### src/msc_params.svh
// Register offsets, field positions, reset values and widths of the statistics counters.
`ifndef MSC_PARAMS_SVH
`define MSC_PARAMS_SVH

`define MSC_NCNT 7
`define MSC_AW 8

`define MSC_OFF_CTL 8'h5c
`define MSC_OFF_IST 8'h40
`define MSC_OFF_IMSK 8'h44
`define MSC_OFF_ERR 8'h60
`define MSC_OFF_CRC 8'h64
`define MSC_OFF_MISS 8'h68
`define MSC_OFF_ALGN 8'h6c
`define MSC_OFF_SYM 8'h70
`define MSC_OFF_LONG 8'h74
`define MSC_OFF_HB 8'h78

`define MSC_CTL_RESET 32'h00000002
`define MSC_CTL_WRN 0
`define MSC_CTL_FRZ 1
`define MSC_CTL_COUNTER_CLEAR_ALL 2
`define MSC_CTL_STRB 3

`define MSC_W_ERR 16
`define MSC_W_CRC 8
`define MSC_W_MISS 8
`define MSC_W_ALGN 8
`define MSC_W_SYM 8
`define MSC_W_LONG 4
`define MSC_W_HB 4
`define MSC_W_MAX 16

`define MSC_M_ERR 16'hffff
`define MSC_M_CRC 16'h00ff
`define MSC_M_MISS 16'h00ff
`define MSC_M_ALGN 16'h00ff
`define MSC_M_SYM 16'h00ff
`define MSC_M_LONG 16'h000f
`define MSC_M_HB 16'h000f

`define MSC_WM_ERR 16'hff00
`define MSC_WM_CRC 16'h00f0
`define MSC_WM_MISS 16'h00f0
`define MSC_WM_ALGN 16'h00f0
`define MSC_WM_SYM 16'h00f0
`define MSC_WM_LONG 16'h000c
`define MSC_WM_HB 16'h000c

`define MSC_MAX_FRAME 16'h05ee

`endif

### src/msc_pkg.sv
// Types shared by the statistics counter bank.
package msc_pkg;
`include "msc_params.svh"

    typedef logic [`MSC_NCNT-1:0][`MSC_W_MAX-1:0] msc_cnt_t;

    typedef struct packed {
        msc_cnt_t cnt;
        logic freeze;
        logic [`MSC_NCNT-1:0] ist;
        logic [`MSC_NCNT-1:0] imask;
        logic [31:0] rdata;
        logic ready;
        logic err;
        logic irq;
        logic dv;
        logic sym;
    } msc_state_t;
endpackage

### src/msc_stat_counters.sv
// APB statistics counter bank: clear-on-read event counters with warning interrupt.
//
// Decided for this implementation: the APB register port.
`timescale 1ns/1ps
`include "msc_params.svh"

// Functional notes
// - A counter read returns its value and clears the counter to zero.
// - Hardware adds one to a counter for each reported event.
// - Widths are chosen so no counter wraps in under 15 ms.
// - Errored packet counter at 60h: 16 bits, top 8 warn.
// - CRC error counter at 64h: 8 bits, top 4 warn.
// - CRC error: bad check value with an even nibble count.
// - Missed packet counter at 68h: 8 bits, counts FIFO overrun aborts.
// - Alignment error counter at 6Ch: 8 bits, top 4 warn.
// - Alignment error: bad check value with an odd nibble count.
// - Symbol error counter at 70h: 8 bits, once per packet.
// - Symbol error: receive error seen while receive data valid is high.
// - Overlength counter at 74h: 4 bits, frames above 1518 bytes.
// - Heartbeat loss counter at 78h: 4 bits, top 2 warn.
// - Warning flag is high while any counter is at its warning level.
// - Freeze holds all counters and ignores events; here a clearing read or clear-all write still zeroes a frozen counter.
// - Clear-all write zeroes every counter; reads back zero.
// - Test strobe write adds one to every enabled counter; reads zero.
module msc_stat_counters
    import msc_pkg::*;
(
    input wire logic MCLK_I,
    input wire logic RESET_I,
    input wire logic PSEL_I,
    input wire logic PENABLE_I,
    input wire logic PWRITE_I,
    input wire logic [`MSC_AW-1:0] PADDR_I,
    input wire logic [31:0] PWDATA_I,
    output logic [31:0] PRDATA_O,
    output logic PREADY_O,
    output logic PSLVERR_O,
    output logic IRQ_O,
    input wire logic EV_ERRORED_I,
    input wire logic EV_MISSED_I,
    input wire logic EV_HB_LOSS_I,
    input wire logic RX_FRAME_END_I,
    input wire logic RX_CRC_BAD_I,
    input wire logic RX_ODD_NIBBLE_I,
    input wire logic [15:0] RX_LEN_I,
    input wire logic RX_DV_I,
    input wire logic RX_ER_I
);

    localparam int NC = `MSC_NCNT;
    localparam logic [31:0] CTL_RST = `MSC_CTL_RESET;

    // Index order: errored, crc, missed, alignment, symbol, overlength, heartbeat.
    localparam logic [NC-1:0][`MSC_AW-1:0] COFF = {
        `MSC_OFF_HB, `MSC_OFF_LONG, `MSC_OFF_SYM, `MSC_OFF_ALGN,
        `MSC_OFF_MISS, `MSC_OFF_CRC, `MSC_OFF_ERR
    };

    // Widths are kept as masks; each is sized so its count cannot wrap inside 15 ms.
    localparam msc_cnt_t CMASK = {
        `MSC_M_HB, `MSC_M_LONG, `MSC_M_SYM, `MSC_M_ALGN,
        `MSC_M_MISS, `MSC_M_CRC, `MSC_M_ERR
    };

    localparam msc_cnt_t WMASK = {
        `MSC_WM_HB, `MSC_WM_LONG, `MSC_WM_SYM, `MSC_WM_ALGN,
        `MSC_WM_MISS, `MSC_WM_CRC, `MSC_WM_ERR
    };

    localparam msc_state_t ST_RST = '{freeze: CTL_RST[`MSC_CTL_FRZ], default: '0};

    msc_state_t q;
    msc_state_t d;
    logic [NC-1:0] ev;
    logic [NC-1:0] inc_v;
    logic [NC-1:0] rd_hit;
    logic [NC-1:0] warn;
    logic cap;
    logic wr_done;
    logic wr_ctl;
    logic clr_all;
    logic strobe;
    logic mapped;

    always_comb
    begin
        d = q;
        inc_v = '0;
        rd_hit = '0;
        mapped = 1'b0;

        // A read is answered one cycle after the access phase starts.
        cap = PSEL_I & PENABLE_I & ~q.ready;
        wr_done = PSEL_I & PENABLE_I & q.ready & PWRITE_I;
        wr_ctl = wr_done & (PADDR_I == `MSC_OFF_CTL);
        clr_all = wr_ctl & PWDATA_I[`MSC_CTL_COUNTER_CLEAR_ALL];
        strobe = wr_ctl & PWDATA_I[`MSC_CTL_STRB];

        for (int i = 0; i < NC; i++)
        begin
            warn[i] = (q.cnt[i] & WMASK[i]) == WMASK[i];
        end

        ev[0] = EV_ERRORED_I;
        ev[1] = RX_FRAME_END_I & RX_CRC_BAD_I & ~RX_ODD_NIBBLE_I;
        ev[2] = EV_MISSED_I;
        ev[3] = RX_FRAME_END_I & RX_CRC_BAD_I & RX_ODD_NIBBLE_I;
        ev[4] = q.dv & ~RX_DV_I & q.sym;
        ev[5] = RX_FRAME_END_I & (RX_LEN_I > `MSC_MAX_FRAME);
        ev[6] = EV_HB_LOSS_I;

        // One error seen anywhere in the frame marks it; counted as the frame ends.
        d.dv = RX_DV_I;
        d.sym = RX_DV_I ? (q.sym | RX_ER_I) : 1'b0;

        d.ready = cap;
        d.err = 1'b0;
        if (cap)
        begin
            d.rdata = '0;
            for (int i = 0; i < NC; i++)
            begin
                if (PADDR_I == COFF[i])
                begin
                    mapped = 1'b1;
                    d.rdata = {16'h0, q.cnt[i]};
                    rd_hit[i] = ~PWRITE_I;
                end
            end
            if (PADDR_I == `MSC_OFF_CTL)
            begin
                mapped = 1'b1;
                d.rdata = {30'h0, q.freeze, |warn};
            end
            if (PADDR_I == `MSC_OFF_IST)
            begin
                mapped = 1'b1;
                d.rdata = {25'h0, q.ist};
            end
            if (PADDR_I == `MSC_OFF_IMSK)
            begin
                mapped = 1'b1;
                d.rdata = {25'h0, q.imask};
            end
            d.err = ~mapped;
        end

        if (wr_ctl)
        begin
            d.freeze = PWDATA_I[`MSC_CTL_FRZ];
        end
        if (wr_done & (PADDR_I == `MSC_OFF_IMSK))
        begin
            d.imask = PWDATA_I[NC-1:0];
        end

        for (int i = 0; i < NC; i++)
        begin
            inc_v[i] = (ev[i] | strobe) & ~q.freeze;
            if (clr_all)
            begin
                d.cnt[i] = '0;
            end
            else if (inc_v[i])
            begin
                // Clearing read and event together leave one, so no event is lost.
                d.cnt[i] = ((rd_hit[i] ? 16'h0 : q.cnt[i]) + 16'h1) & CMASK[i];
            end
            else if (rd_hit[i])
            begin
                d.cnt[i] = '0;
            end
        end

        // Warnings are re-asserted every cycle, so a clear cannot hide a live one.
        if (wr_done & (PADDR_I == `MSC_OFF_IST))
        begin
            d.ist = (q.ist & ~PWDATA_I[NC-1:0]) | warn;
        end
        else
        begin
            d.ist = q.ist | warn;
        end
        d.irq = |(d.ist & d.imask);
    end

    always_ff @(posedge MCLK_I or posedge RESET_I)
    begin
        if (RESET_I)
        begin
            q <= ST_RST;
        end
        else
        begin
            q <= d;
        end
    end

    assign PRDATA_O = q.rdata;
    assign PREADY_O = q.ready;
    assign PSLVERR_O = q.err;
    assign IRQ_O = q.irq;

    a_read_clear: assert property (@(posedge MCLK_I) disable iff (RESET_I)
        rd_hit[0] && !inc_v[0] && !clr_all |=> q.cnt[0] == 16'h0)
        else $error("counter not cleared by read");

    a_read_value: assert property (@(posedge MCLK_I) disable iff (RESET_I)
        rd_hit[2] |=> PRDATA_O == {16'h0, $past(q.cnt[2])} && PREADY_O)
        else $error("read returned wrong value");

    a_read_event: assert property (@(posedge MCLK_I) disable iff (RESET_I)
        rd_hit[1] && inc_v[1] && !clr_all |=> q.cnt[1] == 16'h1)
        else $error("event lost during clearing read");

    a_event_incr: assert property (@(posedge MCLK_I) disable iff (RESET_I)
        inc_v[0] && !rd_hit[0] && !clr_all |=> q.cnt[0] == 16'($past(q.cnt[0]) + 16'h1))
        else $error("errored counter did not step");

    a_freeze_hold: assert property (@(posedge MCLK_I) disable iff (RESET_I)
        q.freeze && rd_hit == '0 && !clr_all |=> $stable(q.cnt))
        else $error("frozen counters moved");

    a_clear_all: assert property (@(posedge MCLK_I) disable iff (RESET_I)
        clr_all |=> q.cnt == '0 ##1 (!PSEL_I || PRDATA_O[`MSC_CTL_COUNTER_CLEAR_ALL] == 1'b0))
        else $error("clear-all failed");

    a_strobe_step: assert property (@(posedge MCLK_I) disable iff (RESET_I)
        strobe && !q.freeze && !rd_hit[6] && !clr_all
        |=> q.cnt[6] == (16'($past(q.cnt[6]) + 16'h1) & 16'h000f))
        else $error("test strobe did not step");

    a_crc_even: assert property (@(posedge MCLK_I) disable iff (RESET_I)
        RX_FRAME_END_I && RX_CRC_BAD_I && !RX_ODD_NIBBLE_I && !q.freeze |-> inc_v[1] && !ev[3])
        else $error("crc error not counted");

    a_align_odd: assert property (@(posedge MCLK_I) disable iff (RESET_I)
        RX_FRAME_END_I && RX_CRC_BAD_I && RX_ODD_NIBBLE_I && !q.freeze |-> inc_v[3] && !ev[1])
        else $error("alignment error not counted");

    a_symbol_once: assert property (@(posedge MCLK_I) disable iff (RESET_I)
        RX_DV_I && RX_ER_I ##1 RX_DV_I [*1] ##1 !RX_DV_I |-> ev[4])
        else $error("symbol error frame not counted");

    a_long_frame: assert property (@(posedge MCLK_I) disable iff (RESET_I)
        RX_FRAME_END_I && RX_LEN_I == 16'h05ef |-> ev[5])
        else $error("overlength frame not counted");

    a_hb_width: assert property (@(posedge MCLK_I) disable iff (RESET_I)
        q.cnt[6][15:4] == 12'h0 && q.cnt[5][15:4] == 12'h0)
        else $error("short counter exceeded width");

    a_warn_sets: assert property (@(posedge MCLK_I) disable iff (RESET_I)
        q.cnt[5][3:2] == 2'b11 |=> q.ist[5])
        else $error("warning did not set status");

    a_warn_read: assert property (@(posedge MCLK_I) disable iff (RESET_I)
        cap && !PWRITE_I && PADDR_I == `MSC_OFF_CTL |=> PRDATA_O[`MSC_CTL_WRN] == $past(|warn))
        else $error("warning flag wrong");

    a_ready_pulse: assert property (@(posedge MCLK_I) disable iff (RESET_I)
        PREADY_O |=> !PREADY_O)
        else $error("ready held longer than one cycle");

    a_ready_follows: assert property (@(posedge MCLK_I) disable iff (RESET_I)
        cap |=> PREADY_O)
        else $error("access not answered");

    a_error_ready: assert property (@(posedge MCLK_I) disable iff (RESET_I)
        PSLVERR_O |-> PREADY_O)
        else $error("error response without ready");

    a_error_data_zero: assert property (@(posedge MCLK_I) disable iff (RESET_I)
        PSLVERR_O |-> PRDATA_O == 32'h0)
        else $error("unmapped read returned data");

    a_errored_read_value: assert property (@(posedge MCLK_I) disable iff (RESET_I)
        rd_hit[0] |=> PRDATA_O == {16'h0, $past(q.cnt[0])})
        else $error("errored counter read wrong");

    a_crc_read_value: assert property (@(posedge MCLK_I) disable iff (RESET_I)
        rd_hit[1] |=> PRDATA_O == {16'h0, $past(q.cnt[1])})
        else $error("crc counter read wrong");

    a_align_read_value: assert property (@(posedge MCLK_I) disable iff (RESET_I)
        rd_hit[3] |=> PRDATA_O == {16'h0, $past(q.cnt[3])})
        else $error("alignment counter read wrong");

    a_sym_read_value: assert property (@(posedge MCLK_I) disable iff (RESET_I)
        rd_hit[4] |=> PRDATA_O == {16'h0, $past(q.cnt[4])})
        else $error("symbol counter read wrong");

    a_long_read_value: assert property (@(posedge MCLK_I) disable iff (RESET_I)
        rd_hit[5] |=> PRDATA_O == {16'h0, $past(q.cnt[5])})
        else $error("overlength counter read wrong");

    a_hb_read_value: assert property (@(posedge MCLK_I) disable iff (RESET_I)
        rd_hit[6] |=> PRDATA_O == {16'h0, $past(q.cnt[6])})
        else $error("heartbeat counter read wrong");

    a_crc_incr: assert property (@(posedge MCLK_I) disable iff (RESET_I)
        inc_v[1] && !rd_hit[1] && !clr_all
        |=> q.cnt[1] == (16'($past(q.cnt[1]) + 16'h1) & 16'h00ff))
        else $error("crc counter did not step");

    a_miss_incr: assert property (@(posedge MCLK_I) disable iff (RESET_I)
        inc_v[2] && !rd_hit[2] && !clr_all
        |=> q.cnt[2] == (16'($past(q.cnt[2]) + 16'h1) & 16'h00ff))
        else $error("missed counter did not step");

    a_align_incr: assert property (@(posedge MCLK_I) disable iff (RESET_I)
        inc_v[3] && !rd_hit[3] && !clr_all
        |=> q.cnt[3] == (16'($past(q.cnt[3]) + 16'h1) & 16'h00ff))
        else $error("alignment counter did not step");

    a_sym_incr: assert property (@(posedge MCLK_I) disable iff (RESET_I)
        inc_v[4] && !rd_hit[4] && !clr_all
        |=> q.cnt[4] == (16'($past(q.cnt[4]) + 16'h1) & 16'h00ff))
        else $error("symbol counter did not step");

    a_long_incr: assert property (@(posedge MCLK_I) disable iff (RESET_I)
        inc_v[5] && !rd_hit[5] && !clr_all
        |=> q.cnt[5] == (16'($past(q.cnt[5]) + 16'h1) & 16'h000f))
        else $error("overlength counter did not step");

    a_hb_incr: assert property (@(posedge MCLK_I) disable iff (RESET_I)
        inc_v[6] && !rd_hit[6] && !clr_all
        |=> q.cnt[6] == (16'($past(q.cnt[6]) + 16'h1) & 16'h000f))
        else $error("heartbeat counter did not step");

    a_byte_width: assert property (@(posedge MCLK_I) disable iff (RESET_I)
        q.cnt[1][15:8] == 8'h0 && q.cnt[2][15:8] == 8'h0 &&
        q.cnt[3][15:8] == 8'h0 && q.cnt[4][15:8] == 8'h0)
        else $error("byte counter exceeded width");

    a_errored_event: assert property (@(posedge MCLK_I) disable iff (RESET_I)
        EV_ERRORED_I && !q.freeze |-> inc_v[0])
        else $error("errored packet not counted");

    a_miss_event: assert property (@(posedge MCLK_I) disable iff (RESET_I)
        EV_MISSED_I && !q.freeze |-> inc_v[2])
        else $error("missed packet not counted");

    a_hb_event: assert property (@(posedge MCLK_I) disable iff (RESET_I)
        EV_HB_LOSS_I && !q.freeze |-> inc_v[6])
        else $error("heartbeat loss not counted");

    a_short_frame: assert property (@(posedge MCLK_I) disable iff (RESET_I)
        RX_FRAME_END_I && RX_LEN_I <= 16'h05ee |-> !ev[5])
        else $error("legal frame counted as overlength");

    a_frame_qualify: assert property (@(posedge MCLK_I) disable iff (RESET_I)
        !RX_FRAME_END_I |-> !ev[1] && !ev[3] && !ev[5])
        else $error("frame error counted outside frame end");

    a_freeze_ignore: assert property (@(posedge MCLK_I) disable iff (RESET_I)
        q.freeze |-> inc_v == '0)
        else $error("event taken while frozen");

    a_strobe_all: assert property (@(posedge MCLK_I) disable iff (RESET_I)
        strobe && !q.freeze |-> inc_v == '1)
        else $error("test strobe missed a counter");

    a_ctl_reads_zero: assert property (@(posedge MCLK_I) disable iff (RESET_I)
        cap && !PWRITE_I && PADDR_I == `MSC_OFF_CTL |=> PRDATA_O[3:2] == 2'b00)
        else $error("write-only control bits read back set");

    a_irq_level: assert property (@(posedge MCLK_I) disable iff (RESET_I)
        IRQ_O == |(q.ist & q.imask))
        else $error("interrupt level wrong");

    a_status_sticky: assert property (@(posedge MCLK_I) disable iff (RESET_I)
        q.ist[0] && !(wr_done && PADDR_I == `MSC_OFF_IST) |=> q.ist[0])
        else $error("status bit lost without clear");

    a_freeze_write: assert property (@(posedge MCLK_I) disable iff (RESET_I)
        wr_ctl |=> q.freeze == $past(PWDATA_I[`MSC_CTL_FRZ]))
        else $error("freeze bit not written");

    a_sym_frame_end: assert property (@(posedge MCLK_I) disable iff (RESET_I)
        ev[4] |-> !RX_DV_I && q.dv)
        else $error("symbol error counted inside frame");

endmodule // msc_stat_counters

### config.mk
export PLATFORM = sky130hd
export DESIGN_NAME = msc_stat_counters
export DESIGN_NICKNAME = d
export VERILOG_FILES = /design/src/msc_pkg.sv /design/src/msc_stat_counters.sv
export VERILOG_INCLUDE_DIRS = /design/src /design/src/src
export SDC_FILE = /design/constraint.sdc
export NUM_CORES = 1
export LEC_CHECK = 0
export ABC_AREA = 1
export BUFFER_PORTS_ARGS = -buffer_cell sky130_fd_sc_hd__buf_2
export CAP_MARGIN = 30
export CELL_PAD_IN_SITES_DETAIL_PLACEMENT = 1
export CELL_PAD_IN_SITES_GLOBAL_PLACEMENT = 2
export CORE_ASPECT_RATIO = 0.7
export CORE_MARGIN = 1
export CORE_UTILIZATION = 34
export DETAILED_ROUTE_END_ITERATION = 16
export PLACE_DENSITY_LB_ADDON = 0.1
export SYNTH_ARGS = -nofsm -noshare
export SYNTH_HDL_FRONTEND = slang
export SYNTH_SLANG_ARGS = --single-unit
### constraint.sdc
create_clock -name MCLK_I -period 4.8 [get_ports MCLK_I]
set_input_delay 0.24 -clock MCLK_I [delete_from_list [all_inputs] [get_ports MCLK_I]]
set_output_delay 0.24 -clock MCLK_I [all_outputs]
set_load 0.02 [all_outputs]
=== Word-level counts from Yosys, hierarchy flattened ===
Cells that the tools add are included.

* $lt $le $gt $ge: 1
* Bitwise operators: 41
* Muxes and demuxes: 54
* Equality and inequality tests: 17
* Reductions and logical operators: 2
* $add $sub $neg: 7

{| class="wikitable"
|+ Operators with widths
! kind !! count
|-
| 16-bit 2-to-1 mux || 24
|-
| 32-bit 2-to-1 mux || 7
|-
| 8-bit by 7-bit equality test with 1-bit output (second input constant) || 10
|-
| 8-bit by 1-bit adder with 8-bit output (second input constant) || 4
|-
| 1-bit AND || 22
|-
| 7-bit 2-to-1 mux || 3
|-
| 1-bit 2-to-1 mux || 20
|-
| 16-bit by 1-bit adder with 16-bit output (second input constant) || 1
|-
| 4-bit equality test (second input constant) || 4
|-
| 16-bit by 11-bit greater-than comparator with 1-bit output (second input constant) || 1
|-
| 7-bit AND || 2
|-
| 7-bit OR || 2
|-
| 7-bit OR reduction || 2
|-
| 4-bit by 1-bit adder with 4-bit output (second input constant) || 2
|-
| 8-bit equality test (second input constant) || 1
|-
| 1-bit OR || 8
|-
| 7-bit inverter || 1
|-
| 1-bit inverter || 6
|-
| 2-bit equality test (second input constant) || 2
|}

* Register bits after elaboration: 164
* Logic and storage cells: 138
* Input bits: 69

=== Longest topological paths before layout ===
* Depth after elaboration: 14
* Depth in mapped cells: 16
* Depth with buffers taken out: 15

=== Worst setup path before layout ===
OpenSTA, ideal clock, no wires.

* Kind: register to register
* From: reg q, in the netlist PREADY_O
* To: reg q[60] (netlist name)
* Data arrival time: 1984 ps
* Stages on the path, launching flop included: 14
* Buffers on the path: 1
* Path slack: 2684 ps
* Required time: 4668 ps
* Cell sequence: dfrtp_1 nor3_4 nand3_1 buf_4 nand2_2 inv_1 ha_1 inv_1 nor2_1 nand2_1 xor2_1 nand2_1 nand2_1 nor2_1

{| class="wikitable"
|+ RTL lines
! element !! line !! source
|-
| start: declaration || msc_stat_counters.sv:72 || <nowiki>msc_state_t q;</nowiki>
|-
| start signal: assignment || msc_stat_counters.sv:191 || <nowiki>q <= ST_RST;</nowiki>
|-
| start signal: assignment || msc_stat_counters.sv:195 || <nowiki>q <= d;</nowiki>
|}

==> impl.org <==
** Critical path
- In this design, the stage delay of the slowest critical-path cell is 750 ps.
- Cell repeated most along the worst path :: nand2_1
- Along the worst path, the maximum fanout reaches 20.
- For the worst setup path, the data required time is 5030 ps.
- The critical path goes through nor3_4 -> nand3_1 -> nand2_2 -> inv_1 -> ha_1 -> inv_1 -> nor2_1 -> nand2_1 -> xor2_1 -> nand2_1 -> nand2_1 -> nor2_1.
- The largest individual stage delay along the critical path comes from the cell nand3_1.
- STA classifies the critical path endpoint as a flop.
- Crit start category :: flop
- Buffers & Inverters on Critical Path :: 2
- Gate family responsible for the most delay along the worst path :: simple AND/OR/NAND/NOR gates
- STA puts the critical path data arrival time at 3410 ps.
- Crit Path Category :: reg -> reg

** STA
- Setup violations remaining at the end of the flow were counted as 0.
- Unrepaired setup endpoints after global routing :: no
- For the pin with the worst max-slew slack, the measured transition is 833.0 ps.
- Final critical-path required period :: 3172 ps
- The clock arrives with 8.596 ps of skew.
- Final-layout worst hold slack :: 113.1 ps
- Headroom to the max-slew limit came out at 44.31%.
- For the final routed database, the setup TNS stands at 0 ps.
- The worst path uses 66.08% of the clock period.
- Maximum operating frequency :: 315.3 MHz
- Count of endpoints failing hold in the final timing report :: 0
- In the post-route analysis, the smallest setup slack over all paths is 1628 ps.
- The number of pins exceeding their max-slew limit in the final report was 0.

** Layout
- Finished Layout Cells :: 1202
- Final Core Density :: 39.58%
- Cells with a size suffix above 1 make up 13.39% of the layout.
- Compared with the post-synthesis result, the final layout area differs by 12.09%.
- For this run, the post-layout net count is 1042.
- Fill cells in the final layout number 2287.
- The repair_antennas step left the layout with diodes totalling 0.

** Drt
- Routed Antenna Nets :: 0
- The routed design has 20.42 mm of wire.
- The first TritonRoute pass finished after 5 iterations.
- Via total after detailed routing :: 6072
- DRC violation count after routing :: 0
- Number of vias per cell :: 5.052
- Dividing the detail-routed wire length by the instance count gives 16.99 µm.
- In this run, the number of DRC markers left after iteration 0 of detailed routing was 410.

** Synthesis
- The synthesized design contains 0 enable-type register cells.
- Flip-flop and latch count after synthesis :: 92
- Count of warnings emitted by yosys :: 0
- The synthesized design devotes to its leading area cell type 36.92% of total area.
- Dividing the synthesized area by the synthesized cell count gives 6.725 µm².
- Counting instances in the post-synthesis netlist gives the leading cell types as 282 x nand2_1, 123 x inv_1, 122 x nor2_1.
- For this run, the leading register cell type out of synthesis is dfrtp_1.
- For this run, asynchronously set or reset flops after synthesis account for 100.0%.
- Seq/Total Area, Yosys :: 37.35%
- After synthesis the cells add up to 6167 µm².
- Number of instances in the synthesized netlist :: 917
- Leading post-synthesis cells by cell area :: dfrtp_1 37%, nand2_1 17%, inv_1 7.5%, nor2_1 7.4%, nand3_1 4.3%
- Netlist cell types :: 41
- Cell accounting for the most synthesized area :: dfrtp_1
- Most repeated cell in the gate-level netlist after synthesis :: nand2_1

** Flow run
- Maximum capacitance violations :: 0

** Power
- VDD sags by at most 0.1244 mV.
- In this run the power density over the cells is 249.8 nW/µm².
- Summed over all cells, the static leakage comes to 3.813 nW.

** GRT
- For this run the aggregate overflow at the end of global routing stands at 0.
- Maximum number of pins on one net before global-route repair :: 67
- The initial antenna violation count came to 0.
- Wire length of the first global-routing pass :: 33.18 mm
- Via count of the first global-routing pass :: 6196
- Global routing used 23.38% of the available tracks.

** CTS
- Clock-pin slew on the worst setup and hold paths :: 80 ps
- TritonCTS Sinks :: 92
- CTS tree :: built
- Number of CTS-inserted buffers :: 9
- Buffers from clock root to sink, at most :: 2
- In this run the clock root is driven by a clkbuf_16.
- # Post-CTS Setup Buffers :: 0
- Clock insertion delay at the later pin of the skew report :: 360 ps
- Max H-tree Level :: 3

** Placed design
- RD Place Congestion :: 0.8315
- Half-perimeter wire length of the detailed placement result :: 15.76 mm
- Number of placed instances with taps included :: 1183
- At the placement stage, the worst setup path has a slack of 1643 ps.
- Count of input and output buffers :: 62

** Floorplan
- 104 I/O pins were placed.
- For this configuration, the core starts out at a cell density of 35.31%.
- Die footprint :: 18690 µm²
- Floorplan row count :: 40
- In this run the horizontal extent of the chip is 163.0 µm.
- The core region is 17470 µm².
- Height of the die :: 114.7 µm

** Min path
- Type of the most critical hold path :: in -> reg

** Outcome
- Run status :: complete, no violations
[layer usage]
layer  global-route usage, %  part of all wire, %  vias up
li1                        -                    -     2941
met1                   33.04                   51     2993
met2                   37.16                   44      122
met3                   3.731                  3.8       16
met4                   5.670                  1.2        0
met5                       0                    0        -
[worst reg2reg max path: stages (launching register included)]
cell	delay [ps]
dfrtp_1	450
nor3_4	490
nand3_1	760
nand2_2	330
inv_1	130
ha_1	280
inv_1	100
nor2_1	90
nand2_1	100
xor2_1	140
nand2_1	60
nand2_1	70
nor2_1	30
[final timing paths]
kind / start / end / slack (ps) / cells past startpoint
setup / recovery: PREADY_O / q[60] / 1630 / 12
hold / removal: RX_ER_I / q[0] / 110 / 3
setup reg to reg: PREADY_O / q[60] / 1630 / 12
hold reg to reg: PRDATA_O[3] / PRDATA_O[3] / 480 / 2
max in group asynchronous: RESET_I / q[100] / 3330 / 5
min in group asynchronous: RESET_I / q[1] / 420 / 3
[flip-flops by register name, indices dropped and copies added (netlist names)]
signal     count
PREADY_O       1
PSLVERR_O      1
IRQ_O          1
q             73
PRDATA_O      16
[cell usage in the layout (no fill, tap or decap), types with 11 or more instances in the layout]
master	instances
dfrtp_1	91
inv_1	122
buf_2	62
o21ai_0	40
nor3_1	11
conb_1	16
nand2_1	282
a21oi_1	30
nand3_1	53
nand4_1	20
nor2_1	122
nor2_2	12
[cell families after synthesis]
kind of cell               count (synthesis)  synth area share (%)
buffers and inverters                    174                 12.84
DFF                                       92                 37.35
xor gates and xnor gates                   5                0.7101
adders and majority gates                  7                 1.420
other                                      1               0.06081
AOI/OAI and AO/OA                        102                 9.495
and+or+nand+nor                          536                 38.12
[where the power goes]
| group | total (mW) | switching (mW) | leakage (nW) | internal [mW] |
|---|---|---|---|---|
| clock network | 0.739 | 0.368 | 0.149 | 0.371 |
| registers | 0.813 | 0.0190 | 1.08 | 0.794 |
| logic | 0.175 | 0.121 | 2.58 | 0.0541 |
| total | 1.73 | 0.508 | 3.81 | 1.22 |
[area by class of cell]
type / count / area (µm²) / share of cell area [%]
clock buffer: 9 / 225.2 / 3.258
clock inverter: 7 / 81.33 / 1.176
inverter: 129 / 485.5 / 7.023
multi-input combinational: 666 / 3128 / 45.25
sequential: 92 / 2303 / 33.32
tap: 231 / 289.0 / 4.181
timing repair buffer: 68 / 400.4 / 5.792
[through the flow]
stage,total power [mW],cell area (µm²)
after CTS,1.750,6885
final,1.727,6913
after global placement,0.9908,6531
after detailed placement,0.9993,6559
after global routing,1.807,6913
after floorplan,0.9450,6223
[what timing repair did]
item                                   4_1_cts  5_1_grt
endpoints found under the hold margin       26        0
hold buffers                                 2        0
gates resized for setup                      0        0
(Power assumes the default switching activity.)
